<file path="src/rtl/clk_sel_pkg.sv">
// Purpose: constants and types for the system clock select and divide block
// Assumes: oscillators arrive as levels sampled on clk; 8-bit register port
// Notes:   source codes double as indexes into per-source vectors
//
// Notes on behaviour
// - select code 00 fast osc, 01 external input, 10 slow osc, 11 reserved
// - select field reads back as written; reads need not show the running source
// - switch register bit 5 reads 1 when fast osc enabled and stable, or during flash programming
// - switch register bit 3 reads 1 only when external input enabled, stable
// - external input enabled only for enable field 11; else pin is port bit
// - enable register bit 5 runs or stops the fast oscillator
// - flash programming forces fast osc on and its bits set, then restores
// - bit 0 fault flag set on switch to unstable or disabled source
// - reset leaves fast osc on, external off, enable register 0011 0000b
// - switch and enable registers written only inside timed-access window
// - divider 00h passes clock, 01h..ffh divides by twice the value
// - divider may change anytime without stall; resets to zero
// - output enable bit 1 drives system clock onto output pin
// - output pin stops toggling in power-down since system clock halts
// - attempts to disable the running source are ignored entirely
// - write to disabled source updates field, keeps clock, sets fault
// - unstable target: keep clock, switch once stable, then clear fault
// - slow oscillator runs from power-up regardless of enables
package clk_sel_pkg;
  // register offsets
  localparam logic [7:0] ADDR_MISC   = 8'h8e;
  localparam logic [7:0] ADDR_DIV    = 8'h95;
  localparam logic [7:0] ADDR_SWITCH = 8'h96;
  localparam logic [7:0] ADDR_ENABLE = 8'h97;
  // reset values
  localparam logic [7:0] RST_MISC    = 8'h00;
  localparam logic [7:0] RST_DIV     = 8'h00;
  localparam logic [7:0] RST_SWITCH  = 8'h30;
  localparam logic [7:0] RST_ENABLE  = 8'h30;
  // field positions
  localparam int SW_FAST_ST  = 5;
  localparam int SW_SLOW_ST  = 4;
  localparam int SW_EXT_ST   = 3;
  localparam int SW_SEL_LO   = 1;
  localparam int EN_EXT_LO   = 6;
  localparam int EN_FAST     = 5;
  localparam int EN_RSVD_ONE = 4;
  localparam int EN_FAULT    = 0;
  localparam int MISC_OUT_EN = 1;
  localparam logic [1:0] EXT_ON_CODE = 2'h3;
  // source edges counted before a source reads stable
  localparam logic [7:0] WARMUP_EDGES = 8'h10;

  typedef enum logic [1:0] {
    SRC_FAST = 2'h0,
    SRC_EXT  = 2'h1,
    SRC_SLOW = 2'h2,
    SRC_RSVD = 2'h3
  } src_e;

  typedef enum logic [2:0] {
    SW_IDLE  = 3'h1,
    SW_WAIT  = 3'h2,
    SW_APPLY = 3'h4
  } sw_state_e;

  typedef struct packed {
    logic [7:0] addr;
    logic [7:0] wdata;
    logic       we;
    logic       re;
  } reg_req_s;
endpackage

</file>
<file path="src/rtl/clk_sel_top.sv">
// Purpose: system clock source select, stability tracking, divider, clock out
// Assumes: ta_open comes from the timed-access guard outside this block
// Notes:   read data appear the cycle after the read strobe, zero otherwise
`timescale 1ns/1ps
`default_nettype none
module clk_sel_top (
  // clock and reset
  input  wire logic                  clk,
  input  wire logic                  arst_n,
  // register port
  input  wire clk_sel_pkg::reg_req_s reg_req,
  output logic [7:0]                 rdata,
  // oscillator levels, index is the source code
  input  wire logic [2:0]            osc_lvl,
  // system controls
  input  wire logic                  ta_open,
  input  wire logic                  flash_program_enable,
  input  wire logic                  power_down,
  // oscillator and pin controls
  output logic                       fast_osc_run,
  output logic                       ext_input_on,
  output logic                       shared_port_gpio,
  // system clock and its output pin
  output logic                       sysclk,
  output logic                       sysclk_out_pin_o,
  output logic                       sysclk_out_pin_oe
);
  // stored register fields
  logic [1:0]              ext_en_q;
  logic                    fast_en_q;
  logic                    fault_q;
  logic [1:0]              sel_q;
  logic [7:0]              div_q;
  logic                    out_en_q;
  logic [7:0]              rdata_q;
  // switch control
  clk_sel_pkg::sw_state_e  state_q;
  clk_sel_pkg::src_e       pend_q;
  clk_sel_pkg::src_e       req_src_q;
  clk_sel_pkg::src_e       cur_src;
  clk_sel_pkg::src_e       tgt;
  // per-source vectors, entry 3 is the reserved code
  logic [3:0]              src_en;
  logic [3:0]              stable;
  logic [3:0]              lvl4;
  // decodes
  logic                    wr_misc;
  logic                    wr_div;
  logic                    wr_sw;
  logic                    wr_en;
  logic                    new_fast;
  logic                    new_ext;
  logic                    en_reject;
  logic                    fast_eff;
  logic [7:0]              sw_view;
  logic [7:0]              en_view;
  logic [7:0]              rd_mux;

  // source enables; slow osc never stops
  assign fast_eff    = fast_en_q | flash_program_enable;
  assign src_en[0]   = fast_eff;
  assign src_en[1]   = (ext_en_q == clk_sel_pkg::EXT_ON_CODE);
  assign src_en[2]   = 1'b1;
  assign src_en[3]   = 1'b0;
  assign lvl4        = {1'b0, osc_lvl};
  assign stable[3]   = 1'b0;

  // one warm-up tracker per source
  genvar gi;
  generate
    for (gi = 0; gi < 3; gi++) begin : g_trk
      osc_warmup #(
        .RST_STABLE (gi != 1)
      ) u_trk (
        .clk     (clk),
        .arst_n  (arst_n),
        .enable  (src_en[gi]),
        .osc_lvl (osc_lvl[gi]),
        .stable  (stable[gi])
      );
    end
  endgenerate

  // clock mux and divider
  sysclk_gen u_gen (
    .clk     (clk),
    .arst_n  (arst_n),
    .osc_lvl (lvl4),
    .req_src (req_src_q),
    .req_div (div_q),
    .halt    (power_down),
    .sysclk  (sysclk),
    .cur_src (cur_src)
  );

  // write decode, protected registers need the open window
  assign wr_misc = reg_req.we && reg_req.addr == clk_sel_pkg::ADDR_MISC;
  assign wr_div  = reg_req.we && reg_req.addr == clk_sel_pkg::ADDR_DIV;
  assign wr_sw   = reg_req.we && reg_req.addr == clk_sel_pkg::ADDR_SWITCH
                   && ta_open;
  assign wr_en   = reg_req.we && reg_req.addr == clk_sel_pkg::ADDR_ENABLE
                   && ta_open;
  assign tgt     = clk_sel_pkg::src_e'(reg_req.wdata[clk_sel_pkg::SW_SEL_LO +: 2]);

  // an enable write that would stop the running or requested source
  assign new_fast  = reg_req.wdata[clk_sel_pkg::EN_FAST];
  assign new_ext   = reg_req.wdata[clk_sel_pkg::EN_EXT_LO +: 2] == clk_sel_pkg::EXT_ON_CODE;
  assign en_reject = (!new_fast && (cur_src == clk_sel_pkg::SRC_FAST
                                    || req_src_q == clk_sel_pkg::SRC_FAST))
                  || (!new_ext && (cur_src == clk_sel_pkg::SRC_EXT
                                   || req_src_q == clk_sel_pkg::SRC_EXT));

  // enable register, written unless en_reject; flash override is applied in fast_eff
  always_ff @(posedge clk or negedge arst_n) begin
    if (!arst_n) begin
      ext_en_q  <= clk_sel_pkg::RST_ENABLE[clk_sel_pkg::EN_EXT_LO +: 2];
      fast_en_q <= clk_sel_pkg::RST_ENABLE[clk_sel_pkg::EN_FAST];
    end else if (wr_en && !en_reject) begin
      ext_en_q  <= reg_req.wdata[clk_sel_pkg::EN_EXT_LO +: 2];
      fast_en_q <= new_fast;
    end
  end

  // plain registers: divider and clock output enable
  always_ff @(posedge clk or negedge arst_n) begin
    if (!arst_n) begin
      div_q    <= clk_sel_pkg::RST_DIV;
      out_en_q <= clk_sel_pkg::RST_MISC[clk_sel_pkg::MISC_OUT_EN];
    end else begin
      if (wr_div)
        div_q <= reg_req.wdata;
      if (wr_misc)
        out_en_q <= reg_req.wdata[clk_sel_pkg::MISC_OUT_EN];
    end
  end

  // switch sequencing; a new write wins over completion so faults are kept
  always_ff @(posedge clk or negedge arst_n) begin
    if (!arst_n) begin
      state_q   <= clk_sel_pkg::SW_IDLE;
      pend_q    <= clk_sel_pkg::SRC_FAST;
      req_src_q <= clk_sel_pkg::SRC_FAST;
      sel_q     <= clk_sel_pkg::RST_SWITCH[clk_sel_pkg::SW_SEL_LO +: 2];
      fault_q   <= clk_sel_pkg::RST_ENABLE[clk_sel_pkg::EN_FAULT];
    end else if (wr_sw) begin
      sel_q <= tgt;
      if (!src_en[tgt]) begin
        fault_q <= 1'b1;
        state_q <= clk_sel_pkg::SW_IDLE;
      end else if (tgt == req_src_q) begin
        fault_q <= 1'b0;
        state_q <= (cur_src == tgt) ? clk_sel_pkg::SW_IDLE : clk_sel_pkg::SW_APPLY;
      end else if (stable[tgt]) begin
        req_src_q <= tgt;
        fault_q   <= 1'b0;
        state_q   <= clk_sel_pkg::SW_APPLY;
      end else begin
        pend_q  <= tgt;
        fault_q <= 1'b1;
        state_q <= clk_sel_pkg::SW_WAIT;
      end
    end else begin
      unique case (state_q)
        clk_sel_pkg::SW_IDLE: begin
          state_q <= clk_sel_pkg::SW_IDLE;
        end
        clk_sel_pkg::SW_WAIT: begin
          if (!src_en[pend_q]) begin
            state_q <= clk_sel_pkg::SW_IDLE;
          end else if (stable[pend_q]) begin
            req_src_q <= pend_q;
            state_q   <= clk_sel_pkg::SW_APPLY;
          end
        end
        clk_sel_pkg::SW_APPLY: begin
          if (cur_src == req_src_q) begin
            fault_q <= 1'b0;
            state_q <= clk_sel_pkg::SW_IDLE;
          end
        end
        default: begin
          state_q <= clk_sel_pkg::SW_IDLE;
        end
      endcase
    end
  end

  // read views; select field reads back as written, not the live source
  assign sw_view = {2'h0,
                    stable[0] | flash_program_enable,
                    stable[2],
                    stable[1],
                    sel_q,
                    1'b0};
  assign en_view = {ext_en_q,
                    fast_eff,
                    clk_sel_pkg::RST_ENABLE[clk_sel_pkg::EN_RSVD_ONE],
                    3'h0,
                    fault_q};
  assign rd_mux  = (reg_req.addr == clk_sel_pkg::ADDR_MISC)   ? {6'h00, out_en_q, 1'b0} :
                   (reg_req.addr == clk_sel_pkg::ADDR_DIV)    ? div_q :
                   (reg_req.addr == clk_sel_pkg::ADDR_SWITCH) ? sw_view :
                   (reg_req.addr == clk_sel_pkg::ADDR_ENABLE) ? en_view : 8'h00;

  // read data stand only in the cycle after the strobe
  always_ff @(posedge clk or negedge arst_n) begin
    if (!arst_n)
      rdata_q <= 8'h00;
    else
      rdata_q <= reg_req.re ? rd_mux : 8'h00;
  end

  // outputs
  assign rdata             = rdata_q;
  assign fast_osc_run      = src_en[0];
  assign ext_input_on      = src_en[1];
  assign shared_port_gpio  = ~src_en[1];
  assign sysclk_out_pin_o  = sysclk;
  assign sysclk_out_pin_oe = out_en_q;

  property p_guard_blocks;
    @(posedge clk) disable iff (!arst_n)
      reg_req.we && reg_req.addr == clk_sel_pkg::ADDR_ENABLE && !ta_open
      |=> $stable(ext_en_q) && $stable(fast_en_q);
  endproperty
  a_guard_blocks: assert property (p_guard_blocks)
    else $error("enable register changed outside access window");

  property p_fault_disabled;
    @(posedge clk) disable iff (!arst_n)
      wr_sw && !src_en[tgt] |=> fault_q && $stable(req_src_q);
  endproperty
  a_fault_disabled: assert property (p_fault_disabled)
    else $error("switch to disabled source not flagged");

  property p_active_enabled;
    @(posedge clk) disable iff (!arst_n) src_en[cur_src];
  endproperty
  a_active_enabled: assert property (p_active_enabled)
    else $error("running source became disabled");

  property p_flash_forces;
    @(posedge clk) disable iff (!arst_n)
      flash_program_enable && reg_req.re && reg_req.addr == clk_sel_pkg::ADDR_ENABLE
      |=> rdata[clk_sel_pkg::EN_FAST];
  endproperty
  a_flash_forces: assert property (p_flash_forces)
    else $error("fast osc enable not forced during flash programming");

  property p_ext_on;
    @(posedge clk) disable iff (!arst_n)
      wr_en && !en_reject && new_ext |=> ext_input_on && !shared_port_gpio;
  endproperty
  a_ext_on: assert property (p_ext_on)
    else $error("external input not enabled by code 11");

  property p_div_read;
    @(posedge clk) disable iff (!arst_n)
      wr_div ##1 (reg_req.re && reg_req.addr == clk_sel_pkg::ADDR_DIV && !wr_div)
      |=> rdata == $past(reg_req.wdata, 2);
  endproperty
  a_div_read: assert property (p_div_read)
    else $error("divider read back wrong");

  property p_pd_frozen;
    @(posedge clk) disable iff (!arst_n)
      power_down ##1 power_down |-> $stable(sysclk_out_pin_o);
  endproperty
  a_pd_frozen: assert property (p_pd_frozen)
    else $error("clock output toggled in power-down");

  property p_pin_release;
    @(posedge clk) disable iff (!arst_n)
      wr_misc && !reg_req.wdata[clk_sel_pkg::MISC_OUT_EN] |=> !sysclk_out_pin_oe;
  endproperty
  a_pin_release: assert property (p_pin_release)
    else $error("clock output pin still driven");

  property p_wait_faulted;
    @(posedge clk) disable iff (!arst_n)
      state_q == clk_sel_pkg::SW_WAIT |-> fault_q && cur_src != pend_q;
  endproperty
  a_wait_faulted: assert property (p_wait_faulted)
    else $error("waiting switch without fault or already switched");

  property p_apply_clears;
    @(posedge clk) disable iff (!arst_n)
      state_q == clk_sel_pkg::SW_APPLY && cur_src == req_src_q && !wr_sw
      |=> !fault_q && state_q == clk_sel_pkg::SW_IDLE;
  endproperty
  a_apply_clears: assert property (p_apply_clears)
    else $error("fault not cleared after switch");

  c_to_slow: cover property (@(posedge clk) disable iff (!arst_n)
    cur_src == clk_sel_pkg::SRC_SLOW);
  c_wait_done: cover property (@(posedge clk) disable iff (!arst_n)
    state_q == clk_sel_pkg::SW_WAIT ##1 state_q == clk_sel_pkg::SW_APPLY);
  c_reject: cover property (@(posedge clk) disable iff (!arst_n) wr_en && en_reject);
  c_div_out: cover property (@(posedge clk) disable iff (!arst_n)
    div_q != 8'h00 && sysclk_out_pin_oe && $rose(sysclk));
endmodule
`default_nettype wire

</file>
<file path="src/rtl/osc_warmup.sv">
// Purpose: warm-up tracker that flags an oscillator stable after enough edges
// Assumes: osc_lvl is a level sampled on clk
// Notes:   RST_STABLE marks sources that are already settled out of reset
`timescale 1ns/1ps
`default_nettype none
module osc_warmup #(
  parameter logic RST_STABLE = 1'b0
) (
  // clock and reset
  input  wire logic clk,
  input  wire logic arst_n,
  // oscillator
  input  wire logic enable,
  input  wire logic osc_lvl,
  output logic      stable
);
  localparam logic [7:0] CNT_RST = RST_STABLE ? clk_sel_pkg::WARMUP_EDGES : 8'h00;

  logic       prev_q;
  logic [7:0] cnt_q;
  logic       rise;

  // edge detect and warm-up status
  assign rise   = osc_lvl & ~prev_q;
  assign stable = enable & (cnt_q == clk_sel_pkg::WARMUP_EDGES);

  // count edges while enabled, restart when stopped
  always_ff @(posedge clk or negedge arst_n) begin
    if (!arst_n) begin
      prev_q <= 1'b0;
      cnt_q  <= CNT_RST;
    end else begin
      prev_q <= osc_lvl;
      if (!enable)
        cnt_q <= 8'h00;
      else if (rise && cnt_q != clk_sel_pkg::WARMUP_EDGES)
        cnt_q <= cnt_q + 8'h01;
    end
  end

  property p_stable_needs_enable;
    @(posedge clk) disable iff (!arst_n) !enable |=> !stable;
  endproperty
  a_stable_needs_enable: assert property (p_stable_needs_enable)
    else $error("source reads stable while disabled");
endmodule
`default_nettype wire

</file>
<file path="src/rtl/sysclk_gen.sv">
// Purpose: glitch-free source mux and even divider for the system clock
// Assumes: oscillator levels sampled on clk; halt freezes the clock
// Notes:   new source and divider load only when a high phase ends
`timescale 1ns/1ps
`default_nettype none
module sysclk_gen (
  // clock and reset
  input  wire logic              clk,
  input  wire logic              arst_n,
  // sources and settings
  input  wire logic [3:0]        osc_lvl,
  input  wire clk_sel_pkg::src_e req_src,
  input  wire logic [7:0]        req_div,
  input  wire logic              halt,
  // result
  output logic                   sysclk,
  output clk_sel_pkg::src_e      cur_src
);
  logic [7:0] div_q;
  logic [7:0] cnt_q;
  logic       prev_q;
  logic       clk_q;
  logic       lvl;
  logic       rise;
  logic       fall;
  logic       tick;
  logic       boundary;

  // selected level and its edges
  assign lvl      = osc_lvl[cur_src];
  assign rise     = lvl & ~prev_q & ~halt;
  assign fall     = ~lvl & prev_q & ~halt;
  // undivided follows both edges, divided toggles every div source periods
  assign tick     = (div_q == 8'h00) ? (rise | fall)
                                     : (rise && cnt_q == div_q - 8'h01);
  assign boundary = tick & clk_q;
  assign sysclk   = clk_q;

  // phase generation and boundary loading
  always_ff @(posedge clk or negedge arst_n) begin
    if (!arst_n) begin
      cur_src <= clk_sel_pkg::SRC_FAST;
      div_q   <= clk_sel_pkg::RST_DIV;
      cnt_q   <= 8'h00;
      prev_q  <= 1'b0;
      clk_q   <= 1'b0;
    end else if (boundary) begin
      cur_src <= req_src;
      div_q   <= req_div;
      cnt_q   <= 8'h00;
      prev_q  <= osc_lvl[req_src];
      clk_q   <= 1'b0;
    end else begin
      prev_q <= lvl;
      if (tick)
        clk_q <= (div_q == 8'h00) ? rise : ~clk_q;
      if (rise && div_q != 8'h00)
        cnt_q <= (cnt_q == div_q - 8'h01) ? 8'h00 : cnt_q + 8'h01;
    end
  end

  property p_change_on_edge;
    @(posedge clk) disable iff (!arst_n) $changed(clk_q) |-> $past(tick);
  endproperty
  a_change_on_edge: assert property (p_change_on_edge)
    else $error("system clock changed without a source edge");
endmodule
`default_nettype wire

</file>
<file path="config.mk">
export PLATFORM = sky130hd
export DESIGN_NAME = clk_sel_top
export DESIGN_NICKNAME = d
export VERILOG_FILES = /design/src/rtl/clk_sel_pkg.sv /design/src/rtl/clk_sel_top.sv /design/src/rtl/osc_warmup.sv /design/src/rtl/sysclk_gen.sv
export SDC_FILE = /design/constraint.sdc
export NUM_CORES = 1
export LEC_CHECK = 0
export ABC_AREA = 1
export BUFFER_PORTS_ARGS = -buffer_cell sky130_fd_sc_hd__buf_2
export CORE_ASPECT_RATIO = 0.75
export CORE_MARGIN = 2
export CORE_UTILIZATION = 50
export DETAILED_ROUTE_END_ITERATION = 8
export GPL_TIMING_DRIVEN = 0
export PLACE_DENSITY = 0.78
export SLEW_MARGIN = 15
export SYNTH_ARGS = -nofsm -noshare
export SYNTH_HDL_FRONTEND = slang
export SYNTH_SLANG_ARGS = --single-unit
</file>
<file path="constraint.sdc">
create_clock -name clk -period 6.2 [get_ports clk]
set_clock_uncertainty 0.15 [all_clocks]
set_input_delay 0.62 -clock clk [delete_from_list [all_inputs] [get_ports clk]]
set_output_delay 0.62 -clock clk [all_outputs]
set_load 0.02 [all_outputs]
</file>
==> impl_results.md, run 1 <==
- Post-synth cell types: 41
- Post-synth ARST share: 100%
- Total GRT Usage: 22.5%
- GRT overflow: 0
- Die width: 114 um
- Clock sink count: 77
- Switching pwr: 0.000533 W
- Max H-tree Level: 3
- Flop pwr share: 37.5%
- Vias in the first global route: 3805
- Worst slew pin tran: 0.574 ns
- Layout cells sized above 1: 16.2%
- Hold Vio Cnt, Final: 0
- Post-CTS Setup Repair Bufs: 0
- Worst Setup End Kind: output pin
- Top_reg_cell synth: dfrtp_1
- P_leak: 2.71 nW
- TritonCTS clock tree: yes
- Die area: 9820 um2
- Clk pwr share: 36.9%
- Cells after Synth: 611
- IO buf count: 38
- Power per cell area: 313 nW/um2
- Worst skew pair latency: 0.34 ns
- Fin crit period: 2.49 ns
- Yosys warning total: 0
- Syn-to-layout area delta: 15.5%
- Crit path DAT: 1.72 ns
- First drt pass iteration count: 4
- Post-route clock period utilization: 40.2%
- ANT cells: 0
- Syn Nets: 646
- CTS root buffer: clkbuf_16
- Sequential area share after synthesis: 42.8%
- DR iter-0 viols: 264
- Design area: 5220 um2
- Clk pin slew, worst setup/hold paths: 0.06 ns
- Fmax: 0.401 GHz
- Initial antenna violation count: 0
- Worst Hold Class: in2async
- Switching share of power: 32.7%
- Hold_ws: 0.0398 ns
- Post-DRT Antenna Nets: 0
- RSZ-0062 raised after global routing: false
- Worst Setup Path Type: reg2out
- IO Count: 40
- Dpl hpwl: 7660 um
- Synthesized flop and latch total: 77
- CORE AREA: 8600 um2
- Die H: 86.3 um
- Peak supply drop: 0.244 mV
- Via Count: 4074
- Final-report max-slew violation count: 0
- Initial Util: 52.5%
- Setup slack after layout: 3.71 ns
- Routed len/inst: 13.5 um
- First-pass GRT wire length: 17500 um
- Critical path data required time: 5.43 ns
- Comb pwr share: 25.7%
- Pin count of the biggest net entering global routing: 54
- Status: completed
- Total negative slack: 0 ns
- Place WS: 3.84 ns
- TritonCTS Buffers: 9
- Post-Syn Area per Cell: 7.39 um2
- Setup crit start kind: flop
- Int Power: 0.00110 W
- Post-synth EDFFs: 0
- Placed cell areas: 4870 um2
- Synth Cell Area: 4520 um2
- Max FO, Critical Path: 10
- Max-cap violations: 0
- RD Place Congestion: 0.934
- Slew headroom: 61.4%
- Final setup violation count: 0
- Core Rows: 29
- Resized Gates After CTS: 0
- Max clock buf depth: 2
- Vias per inst: 5.26
- DRC: 0
- Power Total: 0.00163 W
- Nets@finish: 696
- CTS hold repair buffers: 0
- Final wirelength: 10400 um
[logic make-up (layout without fill, tap and decap cells)]
family                   Yosys count  count (layout)  synth area share [%]
adder cells (fa/ha/maj)            9               9                  2.49
flip-flops                        77              77                  42.8
AND/OR/NAND/NOR                  340             340                  33.5
buffers and inverters             99             154                  8.92
multiplexers                       3               3                 0.748
XOR/XNOR                          21              21                  4.24
AO/OA/AOI/OAI                     62              62                  7.34
[placed cells by master, fill, tap and decap left out, types with 2 or more instances in the layout]
master / n
o22ai_1: 3
clkbuf_16: 9
nand2_1: 175
nand2_4: 2
buf_4: 2
nor2_4: 3
nor3_1: 14
a21oi_1: 15
nand3_1: 51
nand2_2: 12
dfstp_2: 4
buf_2: 39
inv_2: 13
o31ai_1: 2
inv_1: 73
nor2_2: 3
dfrtp_1: 73
clkbuf_8: 4
nand4_1: 12
ha_1: 9
bufinv_16: 2
a211oi_1: 2
o21ai_0: 31
o21ai_1: 6
nand3b_1: 3
nor2_1: 57
clkbuf_1: 4
clkinv_2: 2
nor4_1: 3
xor2_1: 16
xnor2_1: 4
buf_6: 3
mux2_2: 3
[synth_stat cells, types with 4 or more instances]
master | n | area (um2)
nand3_1 | 51 | 255
clkbuf_1 | 4 | 15.0
dfrtp_1 | 73 | 1830
nor2_1 | 57 | 214
nand4_1 | 12 | 75.1
nand2_2 | 12 | 75.1
o21ai_0 | 31 | 155
a21oi_1 | 15 | 75.1
inv_2 | 13 | 48.8
dfstp_2 | 4 | 105
xor2_1 | 16 | 140
ha_1 | 9 | 113
nor3_1 | 14 | 70.1
o21ai_1 | 6 | 30.0
nand2_1 | 175 | 657
inv_1 | 73 | 274
xnor2_1 | 4 | 35.0
[registers in the layout, indices dropped and copies added, names as in the netlist]
name                count
g_trk.u_trk.cnt_q      24
div_q                   8
rdata                   8
u_gen.cnt_q             8
u_gen.div_q             8
g_trk.u_trk.prev_q      3
state_q                 3
ext_en_q                2
pend_q                  2
req_src_q               2
sel_q                   2
u_gen.cur_src           2
fast_en_q               1
fault_q                 1
sysclk_out_pin_oe       1
u_gen.prev_q            1
u_gen.sysclk            1
[routing by layer]
layer	track usage, %	share of wire, %	up-vias
met1	31.7	48	1901
met3	5.73	6.3	17
li1	-	-	2037
met5	0	0	-
met2	34.6	44	119
met4	7.10	1.6	0
[critical path: stages, from the launching register on]
cell	delay, ns
dfstp_2	0.54
nor2_1	0.09
inv_1	0.11
clkbuf_1	0.39
buf_2	0.25
[power by group through the flow]
stage | clock [W] | sequential (W) | combinational [W]
3_5_place_dp | 0 | 0.000618 | 0.000414
3_3_place_gp | 0 | 0.000614 | 0.000397
2_1_floorplan | 0 | 0.000608 | 0.000317
6_report | 0.000602 | 0.000611 | 0.000419
5_1_grt | 0.000631 | 0.000616 | 0.000480
4_1_cts | 0.000608 | 0.000610 | 0.000418
[path summary, 6_finish.rpt]
path                                            to            from  cells after the start  slack (ns)
min in group clk             g_trk[2].u_trk.prev_q      osc_lvl[2]                      1        0.27
min reg2reg                               sel_q[1]        sel_q[1]                      2        0.34
max in group asynchronous               state_q[0]          arst_n                      2        5.23
max reg2reg                           u_gen.prev_q  u_gen.div_q[0]                     14        3.99
min                        g_trk[1].u_trk.cnt_q[7]          arst_n                      1        0.04
max                                   fast_osc_run       fast_en_q                      4        3.71
[final cells by class]
| cell class | count | area [um2] |
|---|---|---|
| plain buffers | 12 | 75.1 |
| multi-input cells | 435 | 2180 |
| clock inverters | 3 | 65.1 |
| clock buffers | 13 | 280 |
| fillers | 732 | 3380 |
| repair buffers | 39 | 220 |
| inverters | 87 | 328 |
| flip-flops and latches | 77 | 1930 |
| well taps | 108 | 135 |
[metrics by stage]
step / util (%) / std cells
floorplan: - / 611
global placement: 56.3 / 757
detailed placement: 56.7 / 758
CTS: 60.7 / 774
global route: 60.7 / 774
finish: 60.7 / 774
Note: power is estimated with default switching activity, not from simulation.
==> run 2: changes to the inputs <==
clock period = 2.3 ns   (was 6.2 ns; I/O delays follow)
==> run 2 against run 1 <==
Effect of this change: non-clock buffer count grew 11; highest routed layer unchanged; register-to-register slack lost 3.8 ns; sequential power grew to 2.7 times the previous value; die area is the same; global-route usage grew 0.14 points; final cell count grew 1.4%; largest power group unchanged.
==> impl_results.md, run 2 (synthesis gave the netlist of run 1 again) <==
- Status: completed (unchanged)
- Comb pwr share: 26.7% (was 25.7%)
- Max reg flops: 24 (unchanged)
- Fin crit period: 2.13 ns
- Most frequent cells in the layout: nand2_1, dfrtp_1, inv_1 (was nand2_1, inv_1, dfrtp_1)
- Slowest stage delay, CP: 0.39 ns (was 0.54 ns)
- Post-route clock period utilization: 92.5%
- CP max stage cell: dfrtp_1 (was dfstp_2)
- IO Count: 40 (unchanged)
- ANT cells: 0 (unchanged)
- Layout cells sized above 1: 17.1% (was 16.2%)
- Syn-to-layout area delta: 18.1% (was 15.5%)
- Hold_ws: 0.0357 ns (was 0.0398 ns)
- Worst Setup Path Type: reg2reg (was reg2out)
- Crit path buffers/inverters: 2 (was 3)
- Power Total: 0.00446 W (was 0.00163 W)
- Via Count: 4177 (was 4074)
- Vias per inst: 5.32 (was 5.26)
- Slew headroom: 61.5% (was 61.4%)
- Vias in the first global route: 3841 (was 3805)
- Max Used Layer: met4 (unchanged)
- Worst Setup End Kind: flop (was output pin)
- DRC: 0 (unchanged)
- CORE AREA: 8600 um2 (unchanged)
- Switching share of power: 32.6% (was 32.7%)
- Peak supply drop: 0.669 mV (was 0.244 mV)
- Crit path DAT: 2.21 ns (was 1.72 ns)
- Clk pwr share: 36.4% (was 36.9%)
- Flop pwr share: 37.0% (was 37.5%)
- Die area: 9820 um2 (unchanged)
- Die width: 114 um (unchanged)
- Most common cell after layout, fill and taps aside: nand2_1 (unchanged)
- Max FO, Critical Path: 10 (unchanged)
- TritonCTS clock tree: yes (unchanged)
- Pin count of the biggest net entering global routing: 54 (unchanged)
- Switching pwr: 0.00145 W (was 0.000533 W)
- Place WS: 0.121 ns (was 3.84 ns)
- Routed len/inst: 13.4 um (was 13.5 um)
- Final setup violation count: 0 (unchanged)
- Largest Register: g_trk.u_trk.cnt_q (unchanged)
- Max clock buf depth: 2 (unchanged)
- Most used cell along the critical path: nand2_1
- Worst skew pair latency: 0.34 ns (about the same)
- IO buf count: 38 (unchanged)
- Initial Util: 52.5% (unchanged)
- Setup slack after layout: 0.172 ns (was 3.71 ns)
- Critical path cell sequence: inv_2 -> ha_2 -> nand2_2 -> nor2_4 -> nand3_1 -> nand2_1 -> nand2_1 -> nor2_4 -> nand3_2 -> nand2_4 -> nand2_4 -> buf_6 -> nand2_2 -> nand2_1 (was nor2_1 -> inv_1 -> clkbuf_1 -> buf_2)
- RSZ-0062 raised after global routing: true (was false)
- First drt pass iteration count: 7 (was 4)
- GRT overflow: 0 (unchanged)
- Worst slew pin tran: 0.571 ns (was 0.574 ns)
- Clock sink count: 77 (unchanged)
- Met2 wire len: 4710 um (was 4600 um)
- Max H-tree Level: 3 (unchanged)
- First-pass GRT wire length: 17600 um (was 17500 um)
- Post-Layout Cell Count: 785 (was 774)
- Worst Hold Class: in2reg (was in2async)
- Die H: 86.3 um (unchanged)
- Total GRT Usage: 22.7% (was 22.5%)
- Setup crit start kind: flop (unchanged)
- Routed wl met3: 681 um (was 659 um)
- TritonCTS Buffers: 9 (unchanged)
- Critical path's top delay family: simple AND/OR/NAND/NOR gates (was buffers and inverters)
- Core Rows: 29 (unchanged)
- Power per cell area: 836 nW/um2 (was 313 nW/um2)
- Int Power: 0.00301 W (was 0.00110 W)
- Hold Vio Cnt, Final: 0 (unchanged)
- Fmax: 0.470 GHz
- Post-DRT Antenna Nets: 0 (unchanged)
- Critical path data required time: 2.38 ns (was 5.43 ns)
- Initial antenna violation count: 0 (unchanged)
- RD Place Congestion: 0.934 (unchanged)
- Final-report max-slew violation count: 0 (unchanged)
- Nets@finish: 707 (was 696)
- Placed cells: 758 (unchanged)
- DR iter-0 viols: 258 (was 264)
- Dpl hpwl: 7660 um (unchanged)
- Clk pin slew, worst setup/hold paths: 0.06 ns (about the same)
- CTS root buffer: clkbuf_16 (unchanged)
- DRT met1 WL: 4990 um (about the same)
- Final wirelength: 10500 um (was 10400 um)
- Max-cap violations: 0 (unchanged)
- P_leak: 2.76 nW (was 2.71 nW)
## run 2: changes by cell type in the layout (fill, tap and decap cells not counted), sizes merged
cell	previous run	this run
dlygate4sd3	0	7
buf	46	50
## run 2: power groups by stage
stage | logic [W] | registers [W] | clock network (W)
floorplan | 0.000855 | 0.00164 | 0
global placement | 0.00107 | 0.00166 | 0
detailed placement | 0.00112 | 0.00167 | 0
CTS | 0.00114 | 0.00164 | 0.00164
global route | 0.00136 | 0.00166 | 0.00170
finish | 0.00119 | 0.00165 | 0.00162
## run 2: final timing paths
check / startpoint / endpoint / slack, ns / cells after the start
max in group asynchronous: arst_n / state_q[0] / 1.16 / 3
min in group asynchronous: arst_n / g_trk[1].u_trk.cnt_q[7] / 0.21 / 2
hold reg to reg: sel_q[1] / sel_q[1] / 0.34 / 2
setup reg to reg: u_gen.div_q[0] / u_gen.prev_q / 0.17 / 14
setup / recovery: u_gen.div_q[0] / u_gen.prev_q / 0.17 / 14
hold / removal: reg_req[7] / fast_en_q / 0.04 / 3
## run 2: through the flow
| step | cell area [um2] | setup TNS [ns] | utilization (%) |
|---|---|---|---|
| detailed placement | 4870 | 0 | 56.7 |
| CTS | 5290 | 0 | 61.5 |
| global placement | 4840 | 0 | 56.3 |
| global route | 5330 | -0.0170 | 62.0 |
| floorplan | 4520 | 0 | - |
| finish | 5330 | 0 | 62.0 |
## run 2: layout make-up
cell class              count  area [um2]
fillers                   725        3270
clock buffers              13         280
inverters                  87         328
multi-input cells         435        2200
plain buffers              12        75.1
flip-flops and latches     77        1930
well taps                 108         135
repair buffers             50         320
clock inverters             3        65.1
## run 2: worst register-to-register path, cell delays in order, from the launching register on
cell and delay (ns):
dfrtp_1 0.39, inv_2 0.09, ha_2 0.19, nand2_2 0.09, nor2_4 0.17, nand3_1 0.09
nand2_1 0.09, nand2_1 0.09, nor2_4 0.15, nand3_2 0.11, nand2_4 0.10, nand2_4 0.05
buf_6 0.16, nand2_2 0.06, nand2_1 0.05
## run 2: repair_timing
item,in CTS,in global routing
endpoints found under the setup margin,0,22
hold endpoints to repair,30,0
buffers inserted,0,4
hold buffers,7,0
gates resized for setup,0,5
## run 2: routing by layer
layer	global-route usage, %	up-vias
met5	0	-
met4	7.10	0
met3	5.38	21
met2	34.9	140
met1	32.0	1958
li1	-	2058
